===== src/pwmoc_pkg.sv =====
// Constants and register map for the PWM output control block
// Summary of operation
// - With external period reset mode on, an external reset seen in the off time restarts the period.
// - An external reset held through the on time is ignored and gives no restart when the on time ends.
// - Bits 15 and 14 of the pin control register give the high and low pins to the PWM when 1, to GPIO when 0.
// - Bit 15 of the time base control register starts the time base and generator outputs when 1.
// - A two-bit override level field sets the pin levels while an override is active.
// - Override enables at bits 9 (high) and 8 (low) replace the waveform with the override level.
// - A sync output pulses from the secondary time base so another device can follow it.
`default_nettype none
package pwmoc_pkg;
  // ---------------------------------------------------------------
  // Register byte addresses
  // ---------------------------------------------------------------
  localparam logic [7:0] ADDR_PIN_IO_CONTROL = 8'h00;
  localparam logic [7:0] ADDR_TIME_BASE_CONTROL = 8'h04;
  localparam logic [7:0] ADDR_PERIOD = 8'h08;
  localparam logic [7:0] ADDR_DUTY = 8'h0c;
  localparam logic [7:0] ADDR_SEC_PERIOD = 8'h10;
  localparam logic [7:0] ADDR_STATUS = 8'h14;
  // ---------------------------------------------------------------
  // Field positions
  // ---------------------------------------------------------------
  localparam int HIGH_PIN_OWNER_BIT = 15;
  localparam int LOW_PIN_OWNER_BIT = 14;
  localparam int HIGH_OVERRIDE_ENABLE_BIT = 9;
  localparam int LOW_OVERRIDE_ENABLE_BIT = 8;
  localparam int OVERRIDE_LEVELS_HI = 7;
  localparam int OVERRIDE_LEVELS_LO = 6;
  localparam int MODULE_ENABLE_BIT = 15;
  localparam int SYNC_ENABLE_BIT = 1;
  localparam int EXT_RESET_MODE_BIT = 0;
  // ---------------------------------------------------------------
  // Reset values
  // ---------------------------------------------------------------
  localparam logic [15:0] PIN_IO_CONTROL_RESET = 16'h0000;
  localparam logic [15:0] TIME_BASE_CONTROL_RESET = 16'h0000;
  localparam logic [15:0] PERIOD_RESET = 16'h00ff;
  localparam logic [15:0] DUTY_RESET = 16'h0000;
  localparam logic [15:0] SEC_PERIOD_RESET = 16'h00ff;
  // ---------------------------------------------------------------
  // Timing
  // ---------------------------------------------------------------
  localparam int CLK_PERIOD_NS = 50;
  localparam int SYNC_PULSE_NS = 100;
  localparam int SYNC_PULSE_CYCLES_I = (SYNC_PULSE_NS + CLK_PERIOD_NS - 1) / CLK_PERIOD_NS;
  localparam logic [3:0] SYNC_PULSE_CYCLES = 4'(SYNC_PULSE_CYCLES_I);
endpackage
`default_nettype wire


===== src/pwmoc_output_control.sv =====
// PWM output control: pin ownership, overrides, external reset, sync out
//
// Our own choices: register access over APB and the address map.
`default_nettype none
module pwmoc_output_control (
  input wire logic pclk,
  input wire logic presetn,
  input wire logic psel,
  input wire logic penable,
  input wire logic pwrite,
  input wire logic [7:0] paddr,
  input wire logic [31:0] pwdata,
  output logic [31:0] prdata,
  output logic pready,
  output logic pslverr,
  input wire logic ext_period_reset,
  input wire logic gpio_high_out,
  input wire logic gpio_high_oe,
  input wire logic gpio_low_out,
  input wire logic gpio_low_oe,
  output logic high_side_output,
  output logic high_side_oe,
  output logic low_side_output,
  output logic low_side_oe,
  output logic secondary_sync_out
);
  // ---------------------------------------------------------------
  // Pin drive selection
  // ---------------------------------------------------------------
  function automatic logic [1:0] pin_drive(input logic owner, input logic ovr_en,
      input logic ovr_lvl, input logic wave, input logic gp_val, input logic gp_oe);
    logic [1:0] r;
    r = {gp_val, gp_oe};
    if (owner) begin
      r = {(ovr_en ? ovr_lvl : wave), 1'b1};
    end
    return r;
  endfunction

  logic [15:0] pin_io_control_reg, pin_io_control_next;
  logic [15:0] pwm_time_base_control_reg, pwm_time_base_control_next;
  logic [15:0] period_reg, period_next;
  logic [15:0] duty_reg, duty_next;
  logic [15:0] sec_period_reg, sec_period_next;
  logic [31:0] prdata_reg, prdata_next;
  logic pready_reg, pready_next;
  logic pslverr_reg, pslverr_next;
  logic ext_block_reg, ext_block_next;
  logic [3:0] sync_cnt_reg, sync_cnt_next;
  logic sync_out_reg, sync_out_next;
  logic high_reg, high_next, high_oe_reg, high_oe_next;
  logic low_reg, low_next, low_oe_reg, low_oe_next;
  logic [15:0] pri_count, sec_count;
  logic pri_start, sec_start;
  logic module_enable_bit, ext_mode, sync_enable;
  logic high_pin_owner, low_pin_owner;
  logic high_override_enable, low_override_enable;
  logic [1:0] override_levels;
  logic on_phase, ext_restart, wave;
  logic access, hit;
  logic wr_commit;
  logic [31:0] rd_word;

  assign module_enable_bit = pwm_time_base_control_reg[pwmoc_pkg::MODULE_ENABLE_BIT];
  assign ext_mode = pwm_time_base_control_reg[pwmoc_pkg::EXT_RESET_MODE_BIT];
  assign sync_enable = pwm_time_base_control_reg[pwmoc_pkg::SYNC_ENABLE_BIT];
  assign high_pin_owner = pin_io_control_reg[pwmoc_pkg::HIGH_PIN_OWNER_BIT];
  assign low_pin_owner = pin_io_control_reg[pwmoc_pkg::LOW_PIN_OWNER_BIT];
  assign high_override_enable = pin_io_control_reg[pwmoc_pkg::HIGH_OVERRIDE_ENABLE_BIT];
  assign low_override_enable = pin_io_control_reg[pwmoc_pkg::LOW_OVERRIDE_ENABLE_BIT];
  assign override_levels =
      pin_io_control_reg[pwmoc_pkg::OVERRIDE_LEVELS_HI:pwmoc_pkg::OVERRIDE_LEVELS_LO];

  // ---------------------------------------------------------------
  // APB slave
  // ---------------------------------------------------------------
  assign access = psel && penable && !pready_reg;
  assign wr_commit = psel && penable && pready_reg && pwrite;

  always_comb begin
    hit = 1'b1;
    rd_word = 32'h0000_0000;
    unique case (paddr)
      pwmoc_pkg::ADDR_PIN_IO_CONTROL: rd_word = {16'h0000, pin_io_control_reg};
      pwmoc_pkg::ADDR_TIME_BASE_CONTROL: rd_word = {16'h0000, pwm_time_base_control_reg};
      pwmoc_pkg::ADDR_PERIOD: rd_word = {16'h0000, period_reg};
      pwmoc_pkg::ADDR_DUTY: rd_word = {16'h0000, duty_reg};
      pwmoc_pkg::ADDR_SEC_PERIOD: rd_word = {16'h0000, sec_period_reg};
      pwmoc_pkg::ADDR_STATUS: rd_word = {pri_count, 13'h0000, ext_block_reg, sync_out_reg,
                                         on_phase};
      default: hit = 1'b0;
    endcase
  end

  always_comb begin
    pin_io_control_next = pin_io_control_reg;
    pwm_time_base_control_next = pwm_time_base_control_reg;
    period_next = period_reg;
    duty_next = duty_reg;
    sec_period_next = sec_period_reg;
    pready_next = access;
    pslverr_next = access && !hit;
    prdata_next = 32'h0000_0000;
    if (access && !pwrite) begin
      prdata_next = rd_word;
    end
    // Write lands on the edge that completes the transfer
    if (wr_commit) begin
      unique case (paddr)
        // Pin owners, overrides and levels
        // control bits stored
        pwmoc_pkg::ADDR_PIN_IO_CONTROL: pin_io_control_next = pwdata[15:0];
        pwmoc_pkg::ADDR_TIME_BASE_CONTROL: pwm_time_base_control_next = pwdata[15:0];
        pwmoc_pkg::ADDR_PERIOD: period_next = pwdata[15:0];
        pwmoc_pkg::ADDR_DUTY: duty_next = pwdata[15:0];
        pwmoc_pkg::ADDR_SEC_PERIOD: sec_period_next = pwdata[15:0];
        default: ;
      endcase
    end
  end

  always_ff @(posedge pclk or negedge presetn) begin
    if (!presetn) begin
      pin_io_control_reg <= pwmoc_pkg::PIN_IO_CONTROL_RESET;
      pwm_time_base_control_reg <= pwmoc_pkg::TIME_BASE_CONTROL_RESET;
      period_reg <= pwmoc_pkg::PERIOD_RESET;
      duty_reg <= pwmoc_pkg::DUTY_RESET;
      sec_period_reg <= pwmoc_pkg::SEC_PERIOD_RESET;
      prdata_reg <= 32'h0000_0000;
      pready_reg <= 1'b0;
      pslverr_reg <= 1'b0;
    end else begin
      pin_io_control_reg <= pin_io_control_next;
      pwm_time_base_control_reg <= pwm_time_base_control_next;
      period_reg <= period_next;
      duty_reg <= duty_next;
      sec_period_reg <= sec_period_next;
      prdata_reg <= prdata_next;
      pready_reg <= pready_next;
      pslverr_reg <= pslverr_next;
    end
  end

  // ---------------------------------------------------------------
  // Time bases
  // ---------------------------------------------------------------
  // both time bases run only while enabled
  pwmoc_time_base u_primary (
    .pclk(pclk),
    .presetn(presetn),
    .run(module_enable_bit),
    .restart(ext_restart),
    .period(period_reg),
    .count(pri_count),
    .start(pri_start)
  );

  pwmoc_time_base u_secondary (
    .pclk(pclk),
    .presetn(presetn),
    .run(module_enable_bit),
    .restart(1'b0),
    .period(sec_period_reg),
    .count(sec_count),
    .start(sec_start)
  );

  assign on_phase = module_enable_bit && (pri_count < duty_reg);
  assign wave = on_phase;

  // ---------------------------------------------------------------
  // External period reset
  // ---------------------------------------------------------------
  // restart only when seen in the off time
  assign ext_restart = ext_mode && module_enable_bit && ext_period_reset && !on_phase
                       && !ext_block_reg;

  always_comb begin
    // a reset held from the on time stays blocked until released
    ext_block_next = ext_period_reset && (on_phase || ext_block_reg);
    sync_cnt_next = 4'h0;
    if (sec_start && sync_enable) begin
      sync_cnt_next = pwmoc_pkg::SYNC_PULSE_CYCLES;
    end else if (sync_cnt_reg != 4'h0) begin
      sync_cnt_next = sync_cnt_reg - 4'h1;
    end
    // sync pulse from the secondary time base
    sync_out_next = sync_cnt_next != 4'h0;
    {high_next, high_oe_next} = pin_drive(high_pin_owner, high_override_enable,
        override_levels[1], wave, gpio_high_out, gpio_high_oe);
    {low_next, low_oe_next} = pin_drive(low_pin_owner, low_override_enable,
        override_levels[0], module_enable_bit && !wave, gpio_low_out, gpio_low_oe);
  end

  always_ff @(posedge pclk or negedge presetn) begin
    if (!presetn) begin
      ext_block_reg <= 1'b0;
      sync_cnt_reg <= 4'h0;
      sync_out_reg <= 1'b0;
      high_reg <= 1'b0;
      high_oe_reg <= 1'b0;
      low_reg <= 1'b0;
      low_oe_reg <= 1'b0;
    end else begin
      ext_block_reg <= ext_block_next;
      sync_cnt_reg <= sync_cnt_next;
      sync_out_reg <= sync_out_next;
      high_reg <= high_next;
      high_oe_reg <= high_oe_next;
      low_reg <= low_next;
      low_oe_reg <= low_oe_next;
    end
  end

  // ---------------------------------------------------------------
  // Register outputs
  // ---------------------------------------------------------------
  assign prdata = prdata_reg;
  assign pready = pready_reg;
  assign pslverr = pslverr_reg;
  assign high_side_output = high_reg;
  assign high_side_oe = high_oe_reg;
  assign low_side_output = low_reg;
  assign low_side_oe = low_oe_reg;
  assign secondary_sync_out = sync_out_reg;
endmodule
`default_nettype wire


===== src/pwmoc_time_base.sv =====
// Period counter shared by the primary and secondary time bases
`default_nettype none
module pwmoc_time_base (
  input wire logic pclk,
  input wire logic presetn,
  input wire logic run,
  input wire logic restart,
  input wire logic [15:0] period,
  output logic [15:0] count,
  output logic start
);
  logic [15:0] count_reg;
  logic [15:0] count_next;
  logic start_reg;
  logic start_next;

  always_comb begin
    count_next = count_reg + 16'h0001;
    start_next = 1'b0;
    if (!run) begin
      count_next = 16'h0000;
    end else if (restart || count_reg >= period) begin
      count_next = 16'h0000;
      start_next = 1'b1;
    end
  end

  always_ff @(posedge pclk or negedge presetn) begin
    if (!presetn) begin
      count_reg <= 16'h0000;
      start_reg <= 1'b0;
    end else begin
      count_reg <= count_next;
      start_reg <= start_next;
    end
  end

  assign count = count_reg;
  assign start = start_reg;
endmodule
`default_nettype wire


===== config.mk =====
export PLATFORM = sky130hd
export DESIGN_NAME = pwmoc_output_control
export DESIGN_NICKNAME = d
export VERILOG_FILES = /design/src/pwmoc_pkg.sv /design/src/pwmoc_output_control.sv /design/src/pwmoc_time_base.sv
export SDC_FILE = /design/constraint.sdc
export NUM_CORES = 1
export LEC_CHECK = 0
export ABC_CLOCK_PERIOD_IN_PS = 3400
export BUFFER_PORTS_ARGS = -buffer_cell sky130_fd_sc_hd__buf_2
export CORE_ASPECT_RATIO = 1.25
export CORE_UTILIZATION = 50
export CTS_BUF_LIST = sky130_fd_sc_hd__clkbuf_8
export CTS_CLUSTER_DIAMETER = 120
export DETAILED_ROUTE_END_ITERATION = 10
export PLACE_DENSITY = 0.68
export SYNTH_ARGS = -nofsm -noshare
export SYNTH_HDL_FRONTEND = slang
export SYNTH_HIERARCHICAL = 1
export SYNTH_SLANG_ARGS = --single-unit

===== constraint.sdc =====
create_clock -name pclk -period 3.4 [get_ports pclk]
set_input_delay 0.85 -clock pclk [delete_from_list [all_inputs] [get_ports pclk]]
set_output_delay 0.85 -clock pclk [all_outputs]
set_load 0.05 [all_outputs]

Word-level counts from Yosys, hierarchy flattened

Index checks and enable logic that the tools add are counted.

Register bits: 157
Output and inout port bits: 39
Logic and storage cells: 74

Add/sub/neg operators: 3
Order comparisons: 3
Eq/ne operators: 5
Mux-type cells: 15
Reductions and logical operators: 30

Operator list:

| kind                    | count |
|---|---|
| $pmux W32 S6            | 1 |
| $mux W16                | 4 |
| $add A16 B1 Y16 const B | 2 |
| $ge A16 B16 Y1          | 2 |
| $mux W32                | 1 |
| $eq A8 B4 Y1 const B    | 2 |
| $eq A8 B5 Y1 const B    | 2 |
| $lt A16 B16 Y1          | 1 |
| $logic_and A1 B1 Y1     | 14 |
| $reduce_and A2 Y1       | 5 |
| $eq A8 B3 Y1 const B    | 1 |
| $logic_not A8 Y1        | 1 |
| $mux W4                 | 2 |
| $reduce_bool A4 Y1      | 2 |
| $reduce_or A6 Y1        | 1 |
| $logic_not A1 Y1        | 5 |
| $mux W1                 | 5 |
| $mux W2                 | 2 |
| $sub A4 B1 Y4 const B   | 1 |
| $logic_or A1 B1 Y1      | 2 |

Longest topological paths before layout

Word-level depth: 8
Depth in mapped cells: 12
Depth with buffers taken out: 11

By module

Netlist, hierarchy kept.

By module, submodules not included:

| module               | times used | cells an instance | area an instance (um2) |
|---|---|---|---|
| pwmoc_output_control | 1          | 389               | 5509.0 |
| pwmoc_time_base      | 2          | 133               | 1226.2 |

Least setup slack after synthesis

OpenSTA, ideal clock, no wires.

Path kind: input port to flip-flop
Start point: in paddr[7]
End point: reg pin_io_control_reg[10]
Setup time: 0.125 ns
Arrival time: 2.753 ns
Setup slack: 0.522 ns
Stages: 7
Path buffers: 2
Cells stage by stage: or4_4 -> nor3_4 -> and3_1 -> buf_4 -> nor3b_4 -> buf_6 -> mux2_4

Longest elaborated chain between the ends: 2

Ends and longest elaborated chain:

| item                        | RTL line                    | source |
|---|---|---|
| from (decl)                 | pwmoc_output_control.sv:11  | `input wire logic [7:0] paddr,` |
| $logic_not A8 Y1            | pwmoc_output_control.sv:109 | `unique case (paddr)` |
| $reduce_and A2 Y1 (no line) | --                          |  |
| to (signal assigned)        | pwmoc_output_control.sv:124 | `pin_io_control_reg <= pwmoc_pkg::PIN_IO_CONTROL_RESET;` |
| to (signal assigned)        | pwmoc_output_control.sv:133 | `pin_io_control_reg <= pin_io_control_next;` |
| to (decl)                   | pwmoc_output_control.sv:40  | `logic [15:0] pin_io_control_reg, pin_io_control_next;` |

Every way passes these cells.
A chain may end at the register's enable or synchronous reset.

Final worst setup path

Start point: reg u_primary.count_reg[14] (netlist: u_primary/count[14])
End point: reg u_primary.count_reg[15] (netlist: u_primary/count[15])

Longest elaborated chain between the ends: 8
Elaborated cells on any way between the ends: 10
Those cells by class: 1 x add/sub; 2 x order compare; 2 x mux; 5 x reduce/logical

Ends and longest elaborated chain:

| item                         | RTL line                    | source |
|---|---|---|
| from (decl)                  | pwmoc_time_base.sv:12       | `logic [15:0] count_reg;` |
| from (signal assigned)       | pwmoc_time_base.sv:33       | `count_reg <= count_next;` |
| $lt A16 B16 Y1               | pwmoc_output_control.sv:168 | `assign on_phase = module_enable_bit && (pri_count < duty_reg);` |
| $logic_and A1 B1 Y1          | pwmoc_output_control.sv:168 |  |
| $logic_not A1 Y1             | pwmoc_output_control.sv:175 | `assign ext_restart = ext_mode && module_enable_bit && ext_period_reset && !on_phase` |
| $logic_and A1 B1 Y1          | pwmoc_output_control.sv:175 |  |
| $logic_and A1 B1 Y1          | pwmoc_output_control.sv:176 | `&& !ext_block_reg;` |
| via ext_restart              | pwmoc_output_control.sv:59  | `logic on_phase, ext_restart, wave;` |
| $logic_or A1 B1 Y1           | pwmoc_time_base.sv:22       | `end else if (restart \|\| count_reg >= period) begin` |
| $mux W16                     | pwmoc_time_base.sv:22       |  |
| $mux W16                     | pwmoc_time_base.sv:20       | `if (!run) begin` |
| via u_primary.count_next[15] | pwmoc_time_base.sv:13       | `logic [15:0] count_next;` |

The timed path passes the listed nets, and every way through them passes these cells.

==> run summary <==
Entering global routing, the biggest net connects 69 pins. The insertion delay to the later sink of the worst-skew pair came out at 0.45 ns. The initial standard-cell utilization of the core came out at 0.5109. The total negative slack for setup checks is 0 ns. The library cell contributing the largest single delay on the critical path is or4b_2.

The startpoint of the most critical register-to-register path is u_primary/count[14]. The data arrival time of the critical path came out at 3.20 ns. Counting stages on the worst path, the most repeated cell is nor2_1. After clock tree synthesis, the clock-pin slew on the worst setup and hold paths is around 0.080 ns.

The maximum VDD drop came out at approximately 0.2 mV. The number of setup violations in the final report is 0. The fill cell total of the finished layout came out at 1,289.

Derived from the worst setup path, the maximum achievable clock frequency is 0.3480 GHz. In this run the deepest clock path goes through 2 buffers. The synthesis warning total is 6. The post-detailed-routing wire length is 17,140 µm. In this run the clock root is driven by a clkbuf_8. The worst-path maximum fanout came out at 16. The met3 routed wirelength came out at 553 µm. The total overflow left after global routing is 0. The DRC violation count after routing came out at 0.

The average instance area after synthesis is roughly 12 µm². The number of nets still failing antenna checks after routing came out at 0. The utilization of the core after routing is 0.5766.

After detailed routing, the average wire length per cell comes to 17.89 µm. The wire-length estimate of the detail-placed layout is 12,730 µm. The via count is between 5,000 and 6,000. The floorplan die width came out at 114.6 µm.

The cell count after synthesis came out at 652. Of the total power, the share spent switching nets is 0.2349. The final-stage net count is about 830. Setup repair after global routing left no endpoint under its margin. The number of buffer and inverter instances along the worst setup path came out at 1. For the final database, setup skew stands at between 0.01 and 0.015 ns. The signal on the critical path passes through ha_1 -> nand4_1 -> nor3_1 -> or4b_2 -> and3_1 -> nor2_1 -> nor2_1 -> o21a_1 -> o211ai_1 -> buf_4 -> a211oi_1. The count of pins on the block boundary came out at 89.

The most critical setup path has its startpoint at u_primary/count[14]. The internal power of the cells totals between 2 and 3 mW. The post-route non-filler standard cell count came out at 958. The share of total power dissipated in combinational logic is 0.044. At the pin with the least slew margin, the transition time is 0.8090 ns. The routed metal-1 wire length came out at 7354 µm. STA classifies the critical path startpoint as a flop. The final clock period utilization by the worst path came out at 0.8451. Data on the critical path is required at its endpoint by between 3 and 4 ns. TritonCTS built the clock tree.

The chip height came out at 142.7 µm. The number of endpoints with negative hold slack in the final report came out at 0. The maximum level of the CTS H-tree came out at 4.

The vias per cell is 5.626. Dividing total power by cell area gives a power density of 371.9 nW/µm². The wire length of the first global-routing pass came out at 28,150 µm. The number of global-route vias before repair came out at 5,691. The worst path needs 2.873 ns of the cycle, external delays included.

Wire segments on met2 add up to 8844 µm in the final route. The type of the tightest min-delay check is in -> async. The global placement routability congestion is 0.8758. Of the total power, registers draw 0.565. The mapped cell area came out at 7923 µm². The initial antenna violation count is 0. The floorplan row count came out at 51. The number of DRC violations after detailed-routing iteration 0 came out at 254. CTS saw 157 sinks. Summed over all nets, the switching power comes to 0.7809 mW. Relative to the synthesized area, the layout overhead comes to 12.86%. The synthesized net count is 751. The clock share of power is 0.391.

Signal routing reaches up to met4. The worst setup path is captured at a flop. The number of antenna diodes in the final layout is 0.

The post-CTS setup-driven buffer insertion count came out at 0. The worst-case headroom to the max-slew limit is 0.4468. The final critical-path setup slack is around 0.53 ns. The cell family contributing the most delay on the critical path is simple AND/OR/NAND/NOR gates. The number of gates given a new drive strength after cts is 0. The share of layout cells above drive strength 1 came out at 0.3271. The post-cts hold buffer count is 0. The register with the most flip-flops in the layout has 32 of them. For this run, the total global-route usage over all layers was measured as 0.2272. In this run the tool buffered the top-level ports with 72 buffer cells. The number of maximum-capacitance violations came out at 0. OpenSTA, run right after detailed placement, puts the worst setup slack at 0.4240 ns. The delay of the slowest cell on the worst path is 0.63 ns. The first-pass iteration count of the detailed router came out at 4. The number of clock buffers inserted by TritonCTS is 17. The standard cell core area is 15,510 µm². The category of the critical setup timing path is reg -> reg. The die covers 16,360 µm². The standby leakage power came out at around 4.2 nW.

The count of final max-slew check failures came out at 0. The flow ran to the end, and the final reports show no timing, DRC or antenna violations. The instance count after placement with tap cells included came out at 926.
## through the flow
stage,instance area (µm²),hold WS [ns],power (mW)
2_1_floorplan,7923,0.4314,1.969
3_3_place_gp,8567,0.4454,2.060
3_5_place_dp,8567,0.4470,2.065
4_1_cts,8941,0.4073,3.365
5_1_grt,8941,0.4204,3.457
6_report,8941,0.3907,3.325
## final cells by class
type,instances,area [µm²],area share
inverters,60,225.2,0.02519
repair buffers,84,481.7,0.05388
multi-input cells,413,3646,0.4078
clock buffers,20,275.3,0.03079
well taps,212,265.3,0.02967
clock inverters,12,98.84,0.01106
flip-flops and latches,157,3949,0.4416
## layer usage
layer  up-vias  global-route usage
met5         -                   0
met4         0             0.09159
met3        26             0.04796
met2       100              0.3914
met1      2727              0.2772
li1       2537                   -
## placed cells by master (no fill, tap or decap), types with 3 or more instances in the layout
cell / n
nor3_1: 41
a22oi_1: 16
clkinvlp_4: 7
dfrtp_1: 141
nor2_1: 24
nand2_1: 18
or2_2: 4
xor2_1: 6
nor4_1: 5
nand2b_1: 3
nand3_1: 16
buf_2: 71
clkbuf_8: 20
a21oi_1: 12
o21a_1: 7
buf_4: 10
inv_1: 63
mux2_2: 70
nand4_1: 10
mux2_4: 10
a21boi_0: 3
dfstp_2: 16
o31ai_1: 3
xnor2_1: 18
o21ai_0: 9
and4_1: 3
and3_1: 24
a2111oi_0: 3
a211oi_1: 7
mux4_2: 16
ha_1: 49
## power groups by stage
| stage | Sequential (mW) | Combinational (mW) | Clock, mW |
|---|---|---|---|
| final | 1.88 | 0.147 | 1.30 |
| after global routing | 1.88 | 0.163 | 1.41 |
| after CTS | 1.88 | 0.151 | 1.34 |
| after detailed placement | 1.91 | 0.150 | 0 |
| after global placement | 1.91 | 0.146 | 0 |
| after floorplan | 1.93 | 0.0413 | 0 |
## worst paths after layout
kind                                       endpoint  slack, ns  cells past startpoint
worst max-delay path            u_primary/count[15]       0.53                     11
max in group asynchronous             period_reg[3]       2.25                      2
worst min register to register      sync_cnt_reg[0]       0.46                      1
min in group pclk                   sync_cnt_reg[0]       0.46                      1
worst max register to register  u_primary/count[15]       0.53                     11
worst min-delay path                sync_cnt_reg[3]       0.39                      1
No activity file was read; power rests on OpenSTA's default activity.
